<file path="config.mk">
export PLATFORM = sky130hd
export DESIGN_NAME = wwd_top
export DESIGN_NICKNAME = d
export VERILOG_FILES = /design/src/shared/wwd_pkg.sv /design/src/design/wwd_top.sv
export SDC_FILE = /design/constraint.sdc
export NUM_CORES = 1
export LEC_CHECK = 0
export BUFFER_PORTS_ARGS = -buffer_cell sky130_fd_sc_hd__buf_2
export CELL_PAD_IN_SITES_DETAIL_PLACEMENT = 1
export CELL_PAD_IN_SITES_GLOBAL_PLACEMENT = 1
export CORE_MARGIN = 2
export CORE_UTILIZATION = 44
export CTS_CLUSTER_DIAMETER = 60
export CTS_CLUSTER_SIZE = 25
export DETAILED_ROUTE_END_ITERATION = 6
export HOLD_SLACK_MARGIN = 0.08
export PLACE_DENSITY = 0.83
export SLEW_MARGIN = 15
export SYNTH_ARGS = -nofsm -noshare
export SYNTH_HDL_FRONTEND = slang
export SYNTH_SLANG_ARGS = --single-unit
export TNS_END_PERCENT = 50
</file>
<file path="constraint.sdc">
create_clock -name clk -period 3.6 [get_ports clk]
set_clock_uncertainty 0.2 [all_clocks]
set_input_delay 0.36 -clock clk [delete_from_list [all_inputs] [get_ports clk]]
set_output_delay 0.36 -clock clk [all_outputs]
set_load 0.02 [all_outputs]
</file>
<file path="src/shared/wwd_pkg.sv">
/*
  Window watchdog package: register offsets, field positions, reset values
  and the derived default reload. Assumes a 32-bit APB register bus.
*/
`default_nettype none
package wwd_pkg;
  // ----------------------------------------------------------------
  // Register byte offsets
  // ----------------------------------------------------------------
  localparam logic [7:0] WWD_CTRL_OFS   = 8'h00;
  localparam logic [7:0] WWD_RELOAD_OFS = 8'h04;
  localparam logic [7:0] WWD_WINDOW_OFS = 8'h08;
  localparam logic [7:0] WWD_COUNT_OFS  = 8'h0C;
  localparam logic [7:0] WWD_CMD_OFS    = 8'h10;
  localparam logic [7:0] WWD_STATUS_OFS = 8'h14;
  localparam logic [7:0] WWD_CLEAR_OFS  = 8'h18;
  localparam logic [7:0] WWD_IRQEN_OFS  = 8'h1C;
  // ----------------------------------------------------------------
  // Field positions
  // ----------------------------------------------------------------
  localparam int WWD_CTRL_SRC_BIT  = 0;  // 1: wake-up oscillator, 0: system clock
  localparam int WWD_CTRL_DIV_BIT  = 1;  // 1: divide by 256, 0: by 16384
  localparam int WWD_CTRL_EN_BIT   = 8;  // read-only running flag
  localparam int WWD_CMD_SRV_BIT   = 0;
  localparam int WWD_CMD_DIS_BIT   = 1;
  localparam int WWD_CMD_ENA_BIT   = 2;
  localparam int WWD_EVT_OVF_BIT   = 0;
  localparam int WWD_EVT_EARLY_BIT = 1;
  localparam int WWD_EVT_W         = 2;
  localparam int WWD_CNT_W         = 16;
  localparam int WWD_PRE_W         = 14;
  // ----------------------------------------------------------------
  // Prescaler terminal counts
  // ----------------------------------------------------------------
  localparam logic [13:0] WWD_PRE_MAX_16K = 14'h3FFF;
  localparam logic [13:0] WWD_PRE_MAX_256 = 14'h00FF;
  localparam int          WWD_DIV_SLOW    = 16384;
  localparam int          WWD_DIV_FAST    = 256;
  // ----------------------------------------------------------------
  // Power-up defaults: wake-up source, divide by 256, 0.13 s at 500 kHz
  // ----------------------------------------------------------------
  localparam int WWD_WU_KHZ       = 500;
  localparam int WWD_DEF_IVAL_US  = 130000;
  localparam int WWD_DEF_TICKS    =
    (WWD_DEF_IVAL_US * WWD_WU_KHZ + WWD_DIV_FAST * 500) / (WWD_DIV_FAST * 1000);
  localparam logic [15:0] WWD_RELOAD_RST = 16'(65536 - WWD_DEF_TICKS);
  localparam logic [15:0] WWD_WINDOW_RST = 16'h0000;
  localparam logic        WWD_SRC_RST    = 1'b1;
  localparam logic        WWD_DIV_RST    = 1'b1;
  localparam logic [15:0] WWD_CNT_MAX    = 16'hFFFF;
endpackage
`default_nettype wire

</file>
<file path="src/design/wwd_top.sv">
/*
  Windowed 16-bit watchdog with APB register slave and interrupt.
  Assumes a 200 MHz clk, wakeup_osc_clock synchronous to clk and slower
  than clk/2, and an external reset unit acting on wwd_rst_req.
*/
// Decided for this implementation: register access over APB and the register offsets.
// Notes on behaviour
// Watchdog comes out of every reset enabled and counting without software help.
// Disable command stops the count, enable command restarts it, accepted any time.
// Overflow while enabled raises the reset request; software must service before.
// Refresh while count is below the window boundary also raises reset request.
// 16-bit counter ticks from system or wake-up clock divided by 16384 or 256.
// Each valid service loads the counter with the reload register value.
// Power-up defaults give about 0.13 s with a 500 kHz wake-up clock.
// Count up from reload, overflow on wrap past all ones, window checked at refresh.
`timescale 1ns/1ps
`default_nettype none
module wwd_top
  import wwd_pkg::*;
(
  input  wire logic        clk,
  input  wire logic        sys_rst,
  input  wire logic        wakeup_osc_clock,
  input  wire logic        psel,
  input  wire logic        penable,
  input  wire logic        pwrite,
  input  wire logic [7:0]  paddr,
  input  wire logic [31:0] pwdata,
  output var  logic [31:0] prdata,
  output var  logic        pready,
  output var  logic        pslverr,
  output var  logic        wwd_rst_req,
  output var  logic        wwd_irq
);
  import wwd_pkg::*;

  // ----------------------------------------------------------------
  // Registers
  // ----------------------------------------------------------------
  logic [15:0]           cnt_r;
  logic [15:0]           reload_r;
  logic [15:0]           window_r;
  logic [13:0]           pre_r;
  logic                  en_r;
  logic                  src_r;
  logic                  div_r;
  logic                  wu_q_r;
  logic [WWD_EVT_W-1:0]  sts_r;
  logic [WWD_EVT_W-1:0]  irqen_r;
  logic                  wr_acc;
  logic                  srv_cmd;
  logic                  dis_cmd;
  logic                  ena_cmd;
  logic                  src_tick;
  logic                  pre_end;
  logic                  tick;
  logic                  ovf_evt;
  logic                  early_evt;
  logic                  srv_ok;
  logic [WWD_EVT_W-1:0]  evt;
  logic                  clr_wr;
  logic                  irq_nxt;

  // ----------------------------------------------------------------
  // APB decode
  // ----------------------------------------------------------------
  assign wr_acc  = psel && penable && pwrite && pready;
  assign srv_cmd = wr_acc && (paddr == WWD_CMD_OFS) && pwdata[WWD_CMD_SRV_BIT];
  assign dis_cmd = wr_acc && (paddr == WWD_CMD_OFS) && pwdata[WWD_CMD_DIS_BIT];
  assign ena_cmd = wr_acc && (paddr == WWD_CMD_OFS) && pwdata[WWD_CMD_ENA_BIT];
  assign clr_wr  = wr_acc && (paddr == WWD_CLEAR_OFS);

  // One wait-free access: ready rises on the setup edge
  always_ff @(posedge clk or posedge sys_rst)
  begin
    if (sys_rst)
      pready <= 1'b0;
    else
      pready <= psel && !penable;
  end

  always_ff @(posedge clk or posedge sys_rst)
  begin
    if (sys_rst)
    begin
      prdata  <= 32'h0000_0000;
      pslverr <= 1'b0;
    end
    else if (psel && !penable)
    begin
      prdata  <= 32'h0000_0000;
      pslverr <= 1'b0;
      if (paddr == WWD_CTRL_OFS)
      begin
        prdata[WWD_CTRL_SRC_BIT] <= src_r;
        prdata[WWD_CTRL_DIV_BIT] <= div_r;
        prdata[WWD_CTRL_EN_BIT]  <= en_r;
      end
      else if (paddr == WWD_RELOAD_OFS)
        prdata[15:0] <= reload_r;
      else if (paddr == WWD_WINDOW_OFS)
        prdata[15:0] <= window_r;
      else if (paddr == WWD_COUNT_OFS)
        prdata[15:0] <= cnt_r;
      else if (paddr == WWD_STATUS_OFS)
        prdata[WWD_EVT_W-1:0] <= sts_r;
      else if (paddr == WWD_IRQEN_OFS)
        prdata[WWD_EVT_W-1:0] <= irqen_r;
      else if (paddr == WWD_CMD_OFS || paddr == WWD_CLEAR_OFS)
        prdata <= 32'h0000_0000;
      else
        pslverr <= 1'b1;
    end
  end

  // ----------------------------------------------------------------
  // Configuration registers
  // ----------------------------------------------------------------
  always_ff @(posedge clk or posedge sys_rst)
  begin
    if (sys_rst)
    begin
      src_r <= WWD_SRC_RST;
      div_r <= WWD_DIV_RST;
    end
    else if (wr_acc && paddr == WWD_CTRL_OFS)
    begin
      src_r <= pwdata[WWD_CTRL_SRC_BIT];
      div_r <= pwdata[WWD_CTRL_DIV_BIT];
    end
  end

  always_ff @(posedge clk or posedge sys_rst)
  begin
    if (sys_rst)
      reload_r <= WWD_RELOAD_RST;
    else if (wr_acc && paddr == WWD_RELOAD_OFS)
      reload_r <= pwdata[15:0];
  end

  always_ff @(posedge clk or posedge sys_rst)
  begin
    if (sys_rst)
      window_r <= WWD_WINDOW_RST;
    else if (wr_acc && paddr == WWD_WINDOW_OFS)
      window_r <= pwdata[15:0];
  end

  always_ff @(posedge clk or posedge sys_rst)
  begin
    if (sys_rst)
      irqen_r <= '0;
    else if (wr_acc && paddr == WWD_IRQEN_OFS)
      irqen_r <= pwdata[WWD_EVT_W-1:0];
  end

  // ----------------------------------------------------------------
  // Run control
  // ----------------------------------------------------------------
  // Disable wins if both commands arrive in one write
  always_ff @(posedge clk or posedge sys_rst)
  begin
    if (sys_rst)
      en_r <= 1'b1;
    else if (dis_cmd)
      en_r <= 1'b0;
    else if (ena_cmd)
      en_r <= 1'b1;
  end

  // ----------------------------------------------------------------
  // Prescaler
  // ----------------------------------------------------------------
  always_ff @(posedge clk or posedge sys_rst)
  begin
    if (sys_rst)
      wu_q_r <= 1'b0;
    else
      wu_q_r <= wakeup_osc_clock;
  end

  assign src_tick = src_r ? (wakeup_osc_clock && !wu_q_r) : 1'b1;
  assign pre_end  = div_r ? ((pre_r & WWD_PRE_MAX_256) == WWD_PRE_MAX_256)
                          : (pre_r == WWD_PRE_MAX_16K);
  assign tick     = en_r && src_tick && pre_end;

  always_ff @(posedge clk or posedge sys_rst)
  begin
    if (sys_rst)
      pre_r <= '0;
    else if (!en_r)
      pre_r <= '0;
    else if (src_tick)
      pre_r <= pre_r + 14'h0001;
  end

  // ----------------------------------------------------------------
  // Counter, window and events
  // ----------------------------------------------------------------
  assign early_evt = srv_cmd && en_r && (cnt_r < window_r);
  assign srv_ok    = srv_cmd && en_r && !(cnt_r < window_r);
  assign ovf_evt   = tick && (cnt_r == WWD_CNT_MAX);

  always_ff @(posedge clk or posedge sys_rst)
  begin
    if (sys_rst)
      cnt_r <= WWD_RELOAD_RST;
    else if (srv_ok || ovf_evt)
      cnt_r <= reload_r;
    else if (tick)
      cnt_r <= cnt_r + 16'h0001;
  end

  // Request holds until the reset it asks for arrives
  always_ff @(posedge clk or posedge sys_rst)
  begin
    if (sys_rst)
      wwd_rst_req <= 1'b0;
    else if (ovf_evt || early_evt)
      wwd_rst_req <= 1'b1;
  end

  // ----------------------------------------------------------------
  // Interrupt status
  // ----------------------------------------------------------------
  always_comb
  begin
    evt = '0;
    evt[WWD_EVT_OVF_BIT]   = ovf_evt;
    evt[WWD_EVT_EARLY_BIT] = early_evt;
  end

  // New event beats a simultaneous clear
  always_ff @(posedge clk or posedge sys_rst)
  begin
    if (sys_rst)
      sts_r <= '0;
    else if (clr_wr)
      sts_r <= (sts_r & ~pwdata[WWD_EVT_W-1:0]) | evt;
    else
      sts_r <= sts_r | evt;
  end

  assign irq_nxt = |((sts_r | evt) & irqen_r);

  always_ff @(posedge clk or posedge sys_rst)
  begin
    if (sys_rst)
      wwd_irq <= 1'b0;
    else if (clr_wr)
      wwd_irq <= |(((sts_r & ~pwdata[WWD_EVT_W-1:0]) | evt) & irqen_r);
    else
      wwd_irq <= irq_nxt;
  end
endmodule
`default_nettype wire

</file>
# After elaboration in Yosys (flattened, before gate mapping)
# Cells that the tools add are included.
# W data, S select, Z words.
[word_totals] register_bits=106 input_bits=46 output_inout_bits=36 elab_cells=92
[classes] add_sub_neg=2 order_cmp=1 n_eq_ne=11 mux=26 bitwise=6 reduce_logical=31
[op_table] cell="$mux W16" count=5
[op_table] cell="$eq A8 B5 Y1 const B" count=4
[op_table] cell="$mux W14" count=2
[op_table] cell="$logic_and A1 B1 Y1" count=20
[op_table] cell="$add A16 B1 Y16 const B" count=1
[op_table] cell="$eq A16 B16 Y1 const B" count=1
[op_table] cell="$eq A8 B4 Y1 const B" count=2
[op_table] cell="$lt A16 B16 Y1" count=1
[op_table] cell="$add A14 B1 Y14 const B" count=1
[op_table] cell="$eq A14 B14 Y1 const B" count=1
[op_table] cell="$mux W1" count=13
[op_table] cell="$eq A8 B3 Y1 const B" count=1
[op_table] cell="$eq A8 B8 Y1 const B" count=1
[op_table] cell="$logic_not A8 Y1" count=1
[op_table] cell="$mux W2" count=4
[op_table] cell="$mux W7" count=1
[op_table] cell="$and A2 B2 Y2" count=3
[op_table] cell="$mux W6" count=1
[op_table] cell="$or A2 B2 Y2" count=2
[op_table] cell="$reduce_bool A2 Y1" count=2
[op_table] cell="$reduce_or A2 Y1" count=2
[op_table] cell="$logic_not A1 Y1" count=3
[op_table] cell="$logic_or A1 B1 Y1" count=3
[op_table] cell="$ne A2 B1 Y1 const B" count=1
[op_table] cell="$not A2 Y2" count=1

# Depth between registers and ports, before layout
# Gate-level depths: netlist (run 1).
[depth] word_depth=11 ltp_mapped=9 mapped_depth_nobuf=8

# Worst setup path before layout (run 1)
# No wires, ideal clock.
[synth_path] path_kind="flip-flop to flip-flop" startpoint="register cnt_r[15]" endpoint="register cnt_r[2]" setup_time_ns=0.121 arrival_ns=2.198 t_required_ns=3.279 slack_ns=1.081 path_stages_with_launch=9 n_path_buf=1 synth_period_minus_slack_ns=2.519 cell_sequence="dfstp_2 -> ha_1 -> nand4_1 -> or3_1 -> a221o_1 -> a31oi_4 -> inv_2 -> buf_6 -> a22o_1"
[synth_via] elab_chain_cells=5 word_cells_on_any_way=8 cone_classes="1 x order compare; 1 x eq/ne; 1 x mux; 5 x reduce/logical"
[synth_rtl] item="start: declaration" line_no="wwd_top.sv:40" source="logic [15:0] cnt_r;"
[synth_rtl] item="start signal: assignment" line_no="wwd_top.sv:209" source="cnt_r <= reload_r;"
[synth_rtl] item="start signal: assignment" line_no="wwd_top.sv:211" source="cnt_r <= cnt_r + 16'h0001;"
[synth_rtl] item="$lt A16 B16 Y1" line_no="wwd_top.sv:201" source="assign srv_ok = srv_cmd && en_r && !(cnt_r < window_r);"
[synth_rtl] item="$logic_not A1 Y1" line_no="wwd_top.sv:201"
[synth_rtl] item="$logic_and A1 B1 Y1" line_no="wwd_top.sv:201"
[synth_rtl] item="$logic_or A1 B1 Y1 (*)" line_no="wwd_top.sv:208" source="else if (srv_ok || ovf_evt)"
[synth_rtl] item="$mux W16 or $reduce_bool A2 Y1 (tied branches)"
# Every way passes the cells marked *; elsewhere a longest branch is shown, timed or not.
# A chain may end at the register's enable or synchronous reset.

# Worst setup path in the final report (run 1)
[layout_path] startpoint="input wakeup_osc_clock" endpoint="register cnt_r[12]"
[layout_via] elab_chain_cells=7 word_cells_on_any_way=8 cone_classes="2 x mux; 6 x reduce/logical"
[layout_rtl] item="start: declaration" line_no="wwd_top.sv:23" source="input wire logic wakeup_osc_clock,"
[layout_rtl] item="$logic_and A1 B1 Y1 (*)" line_no="wwd_top.sv:182" source="assign src_tick = src_r ? (wakeup_osc_clock && !wu_q_r) : 1'b1;"
[layout_rtl] item="$mux W1 (*)" line_no="wwd_top.sv:182"
[layout_rtl] item="$logic_and A1 B1 Y1 (*) (2 in series)" line_no="wwd_top.sv:185" source="assign tick = en_r && src_tick && pre_end;"
[layout_rtl] item="$logic_and A1 B1 Y1" line_no="wwd_top.sv:202" source="assign ovf_evt = tick && (cnt_r == WWD_CNT_MAX);"
[layout_rtl] item="$logic_or A1 B1 Y1" line_no="wwd_top.sv:208"
[layout_rtl] item="$mux W16 or $reduce_bool A2 Y1 (tied branches)"
# Marks and branches as above.

==> results.toml, run 1 <==
[power_and_ir_drop]
irDropWorstVdd_v = 0.000168
combPwrFrac_pct = 8.8
powerDensity_nw_per_um2 = 350
clkPwrFrac_pct = 37.3
power.switching_mw = 0.499
leakagePower_nw = 2.59
swShare_pct = 25.6
power.share.sequential_pct = 53.9
total_power_mw = 1.95
p_int_mw = 1.45

[setup_path]
reg2reg_depth = 7
crit_end = "cnt_r[12]$_DFFE_PP1P_"
worstPathRequired_ns = 3.71
crit_path_start_kind = "input port"
r2r_start = "cnt_r[15]$_DFFE_PP1P_"
path_max_fanout = 13
crit_type = "input port to register"
cp-startpoint = "wakeup_osc_clock"
worstPathArrival_ns = 3.00
r2r-end = "cnt_r[4]$_DFFE_PP0P_"
cp-end-kind = "register"
ff2ff_setup_slack_ns = 0.73

[clock_network]
cts.clk_slew.worst_paths_ns = 0.09
cts_root_buf = "clkbuf_8"
clock_sinks = 90
clk_latency_ns = 0.37
cts_tree = "built"
htree_levels = 3
cts_resized = 0
clockBufferDepth = 2
cts_buffers = 9

[timing]
setup_tns_ns = 0
grt_setup_unrepaired = "no"
hold_violations = 0
relSlewSlack_pct = 36.2
finalCritPeriodShare_pct = 80.4
tightest_slew_ns = 0.956
fmax_mhz = 345
finalSetupViolations = 0
period_minus_slack_ns = 2.90
whs_ns = 0.101
fin_ws_ns = 0.704
drv_slew = 0

[final_layout]
drive_above_1_share_pct = 23.7
antenna_cells = 0
layout_commonest_cell = "dfrtp_1"
layout_common_cells = "dfrtp_1 (69), nand2_1 (53), buf_2 (49)"
syn2layout_area_growth_pct = 14.3
seq_area_um2 = 2280
multi_input_area_um2 = 2340
nets = 610
filler_cell_count = 1242
final_core_util_pct = 51.4

[detailed_routing]
vias_per_cell = 5.79
dr.pass1.iters = 4
wl_um = 13300
drc_errors = 0
ant_nets = 0
avgRoutedWirePerCell_um = 19.3
vias = 4007
drt_iter0_drc = 244

[yosys]
netlist_area_um2 = 4870
synthFlopType = "dfrtp_1"
synth_edf_count = 0
synth-seq-cells = 90
yosysWarningCount = 0
synthCells = 488
synthArstFlopShare_pct = 100
ys_seq_area_share_pct = 46.8
ys_types = 61
syn_avg_cell_area_um2 = 9.98

[floorplanning]
die_width_um = 109
start_util_pct = 44.9
die-area_um2 = 11900
io_pins = 82
row_count = 38
core_area_um2 = 10800
die_h_um = 109

[placement]
dp_hpwl_um = 8830
numPortBuffers = 49
gp_congestion = 0.855
dp_slack_ns = 0.815

[global_route]
grt_pass1_wl_um = 21300
grt_max_degree = 54
overflow = 0
antenna_found_initial = 0
grt_pass1_vias = 4161
track_usage_pct = 23.5

[run_status]
outcome = "finished, final reports clean"

[hold_path]
hold_path_class = "input port to register"

[job]
drv_cap = 0
[sequential cells by signal (all words and copies together) (netlist names)]
| register | cells |
|---|---|
| cnt_r | 16 |
| prdata | 16 |
| reload_r | 16 |
| window_r | 16 |
| pre_r | 14 |
| irqen_r | 2 |
| sts_r | 2 |
| div_r | 1 |
| en_r | 1 |
| pready | 1 |
| pslverr | 1 |
| src_r | 1 |
| wu_q_r | 1 |
| wwd_irq | 1 |
| wwd_rst_req | 1 |
[worst min path at each step]
stage	startpoint	to	cells past startpoint
2_1_floorplan	wakeup_osc_clock	wu_q_r$_DFF_PP0_	0
3_3_place_gp	wwd_rst_req$_DFFE_PP0P_	wwd_rst_req$_DFFE_PP0P_	1
3_5_place_dp	wwd_rst_req$_DFFE_PP0P_	wwd_rst_req$_DFFE_PP0P_	1
4_1_cts	pwdata[0]	window_r[0]$_DFFE_PP0P_	3
5_1_grt	pwdata[0]	window_r[0]$_DFFE_PP0P_	3
6_report	paddr[6]	pslverr$_DFFE_PP0P_	3
[routing by layer]
| metal | up-vias | routed length, um | track usage (%) |
|---|---|---|---|
| li1 | 1838 | - | - |
| met1 | 2061 | 5920 | 30.2 |
| met2 | 89 | 6710 | 40.8 |
| met3 | 19 | 455 | 2.57 |
| met4 | 0 | 233 | 9.04 |
| met5 | - | 0 | 0 |
[timing repair]
action                    in CTS  in global routing
hold buffers                  17                  0
hold endpoints to repair      75                  0
setup buffers                  0                  0
[per-stage QoR]
stage                     cell area (um2)  std cells
after floorplan                      4920        503
final                                5570        692
after global routing                 5570        692
after CTS                            5570        692
after global placement               5190        659
after detailed placement             5190        659
[power by group through the flow]
stage	Combinational (mW)	Sequential, mW	Clock (mW)
2_1_floorplan	0.0800	1.09	0
3_3_place_gp	0.153	1.07	0
3_5_place_dp	0.158	1.07	0
4_1_cts	0.173	1.05	0.739
5_1_grt	0.191	1.05	0.770
6_report	0.172	1.05	0.727
[cells in the mapped netlist (all sizes together), types with 5 or more instances]
cell / count / area, um2
clkbuf: 19 / 71.3
ha: 17 / 213
xnor2: 10 / 87.6
or3: 5 / 31.3
nor2: 29 / 116
mux2: 23 / 263
inv: 22 / 82.6
nor3: 5 / 30.0
and2: 15 / 93.8
nand3: 16 / 80.1
buf: 22 / 158
a22oi: 15 / 113
and4: 5 / 43.8
a2bb2oi: 6 / 52.6
nand2: 53 / 199
a22o: 7 / 61.3
a31oi: 21 / 146
dfrtp: 69 / 1730
and3: 9 / 56.3
nand4: 13 / 81.3
a21oi: 15 / 75.1
xor2: 6 / 52.6
o21ai: 26 / 130
dfstp: 21 / 552
[cells by family (layout without fill, tap and decap cells)]
logic type | count (synthesis) | after routing | share of synthesized area, %
flip-flops | 90 | 90 | 46.8
AND/OR/NAND/NOR | 164 | 164 | 17.4
buffers and inverters | 63 | 112 | 6.40
multiplexers | 27 | 27 | 6.22
XOR/XNOR | 16 | 16 | 2.88
other | 1 | 16 | 0.0770
AO/OA/AOI/OAI | 110 | 110 | 15.8
adder cells (fa/ha/maj) | 17 | 17 | 4.37
[layout make-up]
| class | count | share of cell area, % |
|---|---|---|
| clock inverter | 5 | 0.944 |
| inverter | 22 | 1.51 |
| sequential | 90 | 40.9 |
| multi-input combinational | 350 | 42.0 |
| clock buffer | 11 | 2.72 |
| tap | 140 | 3.15 |
| timing repair buffer | 74 | 8.77 |
[critical path, cell delays in order]
cell	delay, ns
dlygate4sd3_1	0.52
buf_2	0.11
nand2b_1	0.18
a211oi_4	0.51
o211ai_2	0.38
nor4_1	0.52
xor2_1	0.13
mux2_4	0.28
Power figures use the tool's default switching activity.
==> run 2: changes to the inputs <==
--- a/config.mk
+++ b/config.mk
@@ -5,16 +5,17 @@
 export SDC_FILE = /design/constraint.sdc
 export NUM_CORES = 1
 export LEC_CHECK = 0
+export ABC_AREA = 1
 export BUFFER_PORTS_ARGS = -buffer_cell sky130_fd_sc_hd__buf_2
 export CELL_PAD_IN_SITES_DETAIL_PLACEMENT = 1
 export CELL_PAD_IN_SITES_GLOBAL_PLACEMENT = 1
 export CORE_MARGIN = 2
-export CORE_UTILIZATION = 44
+export CORE_UTILIZATION = 42
 export CTS_CLUSTER_DIAMETER = 60
 export CTS_CLUSTER_SIZE = 25
 export DETAILED_ROUTE_END_ITERATION = 6
 export HOLD_SLACK_MARGIN = 0.08
-export PLACE_DENSITY = 0.83
+export PLACE_DENSITY = 0.82
 export SLEW_MARGIN = 15
 export SYNTH_ARGS = -nofsm -noshare
 export SYNTH_HDL_FRONTEND = slang
==> constraint.sdc (replaced) <==
create_clock -name clk -period 2.9 [get_ports clk]
set_clock_uncertainty 0.2 [all_clocks]
set_input_delay 0.29 -clock clk [delete_from_list [all_inputs] [get_ports clk]]
set_output_delay 0.29 -clock clk [all_outputs]
set_load 0.02 [all_outputs]
==> run 2 against run 1 <==
  * Critical path depth rose by 2
  * Worst hold slack worse by 0.0029 ns
  * Final area increased by 11%
==> results.toml, run 2 <==
[final_layout]
final_core_util_pct = 50.9
layoutNonFillerInstCount = 907
layout_commonest_cell = "nand2_1"
multi_input_area_um2 = 2440
layout_common_cells = "nand2_1 (155), inv_1 (98), dfrtp_1 (69)"
antenna_cells = 0
syn2layout_area_growth_pct = 17.2
filler_cell_count = 1506
nets = 797
seq_area_um2 = 2280
drive_above_1_share_pct = 21.1

[setup_path]
crit_chain = "ha_1, a21oi_1, o21ai_0, a21oi_1, nand2_1, nand2_4, nand2_4, inv_2, nand2_1, nand2_2"
ff2ff_setup_slack_ns = 0.35
reg2reg_depth = 10
path_max_fanout = 16
worstPathArrival_ns = 2.64
cp-end-kind = "register"
r2r-end = "cnt_r[4]$_DFFE_PP0P_"
max_stage_delay_ns = 0.61
worstPathRequired_ns = 2.99
r2r_start = "cnt_r[11]$_DFFE_PP1P_"
crit_buf_inv = 1
cp_top_family = "flip-flops"
slowest_stage = "dfstp_2"
crit_type = "register to register"
crit_path_start_kind = "register"

[hold_path]
hold_path_class = "input port to register"
min_from = "pwdata[0]"
min_path_cells = 3
whs_endpoint = "reload_r[0]$_DFFE_PP0P_"

[clock_network]
clockBufferDepth = 2
post_cts.repair.setup_buffers = 0
cts_buffers = 9
cts_resized = 0
cts.clk_slew.worst_paths_ns = 0.07
clk_latency_ns = 0.36
hold_buffers = 20
cts_tree = "built"
clock_sinks = 90
cts_root_buf = "clkbuf_16"
htree_levels = 3

[floorplanning]
core_area_um2 = 12200
start_util_pct = 43.4
die_h_um = 116
die_width_um = 116
die-area_um2 = 13500
row_count = 40
io_pins = 82

[yosys]
syn_avg_cell_area_um2 = 8.00
synth_edf_count = 0
ys_seq_area_share_pct = 43.1
yosysWarningCount = 0
synth-seq-cells = 90
netlist_area_um2 = 5280
ys_types = 42
synth_top_cells_by_count = "nand2_1 (155), inv_1 (99), dfrtp_1 (69)"
synthFlopType = "dfrtp_1"
synth_top_area_share_pct = 32.7
synth.largest_area_cell = "dfrtp_1"
synthCells = 660
synthArstFlopShare_pct = 100
synth.most_common_cell = "nand2_1"
synth.area.top_cells = "dfrtp_1 (33%), nand2_1 (11%), dfstp_2 (10%)"

[power_and_ir_drop]
irDropWorstVdd_v = 0.000422
total_power_mw = 2.68
powerDensity_nw_per_um2 = 433
leakagePower_nw = 2.96

[timing]
fmax_mhz = 393
setup_tns_ns = 0
finalCritPeriodShare_pct = 87.8
whs_ns = 0.0977
period_minus_slack_ns = 2.55
finalSetupViolations = 0
grt_setup_unrepaired = "no"
hold_violations = 0
drv_slew = 0
relSlewSlack_pct = 53.7
tightest_slew_ns = 0.694

[detailed_routing]
vias_per_cell = 5.18
dr.pass1.iters = 4
drc_errors = 0
drt_iter0_drc = 211
ant_nets = 0
vias = 4699
avgRoutedWirePerCell_um = 17.4
wl_um = 15800

[placement]
numPortBuffers = 49
post-place-cells = 871
dp_hpwl_um = 11200
gp_congestion = 0.867

[global_route]
track_usage_pct = 24.9
busiest_layer = "met2"
grt_max_degree = 54
use_met2_pct = 43.2
grt_use_met1_pct = 30.0
antenna_found_initial = 0
use_met3_pct = 3.68
grt_pass1_vias = 5046
overflow = 0
grt_pass1_wl_um = 25300

[run_status]
outcome = "finished, final reports clean"

[job]
drv_cap = 0
run 2: per-layer routing:
layer	share of wire, %	wire (um)	vias up
li1	-	-	2226
met1	41	6490	2332
met2	52	8180	105
met3	3.9	611	36
met4	3.4	539	0
met5	0	0	-
run 2: where the power goes:
part           internal [mW]  switching (mW)
Sequential              1.27         0.00521
Clock                  0.720           0.539
Combinational         0.0494           0.100
run 2: worst max-delay path by stage:
stage / cells past startpoint / slack (ns) / from / end
2_1_floorplan: 1 / 0.11 / sys_rst / cnt_r[0]$_DFFE_PP0P_
3_3_place_gp: 12 / 0.51 / cnt_r[15]$_DFFE_PP1P_ / cnt_r[9]$_DFFE_PP1P_
3_5_place_dp: 10 / 0.39 / cnt_r[11]$_DFFE_PP1P_ / cnt_r[4]$_DFFE_PP0P_
4_1_cts: 10 / 0.36 / cnt_r[11]$_DFFE_PP1P_ / cnt_r[4]$_DFFE_PP0P_
5_1_grt: 12 / 0.22 / cnt_r[14]$_DFFE_PP1P_ / cnt_r[4]$_DFFE_PP0P_
6_report: 10 / 0.35 / cnt_r[11]$_DFFE_PP1P_ / cnt_r[4]$_DFFE_PP0P_
run 2: worst min-delay path: stages:
cell and delay (ns):
buf_2 0.09, inv_1 0.09, o21ai_1 0.14
run 2: layout make-up:
type	count	share of cell area [%]
repair buffers	84	9.22
inverters	101	6.15
clock inverters	5	0.990
well taps	168	3.40
clock buffers	11	4.08
multi-input cells	448	39.4
flip-flops and latches	90	36.8
run 2: cells by family after synthesis:
family,count (synthesis),share of synthesized area (%)
flip-flops,90,43.1
adder cells (fa/ha/maj),17,4.03
AO/OA/AOI/OAI,107,11.7
buffers and inverters,137,11.8
other,1,0.0710
AND/OR/NAND/NOR,293,26.8
XOR/XNOR,15,2.49
run 2: metrics by stage:
step                instance area [um2]  setup slack [ns]
floorplan                          5340             0.109
global placement                   5680             0.507
detailed placement                 5680             0.388
CTS                                6190             0.362
global route                       6190             0.219
finish                             6190             0.354
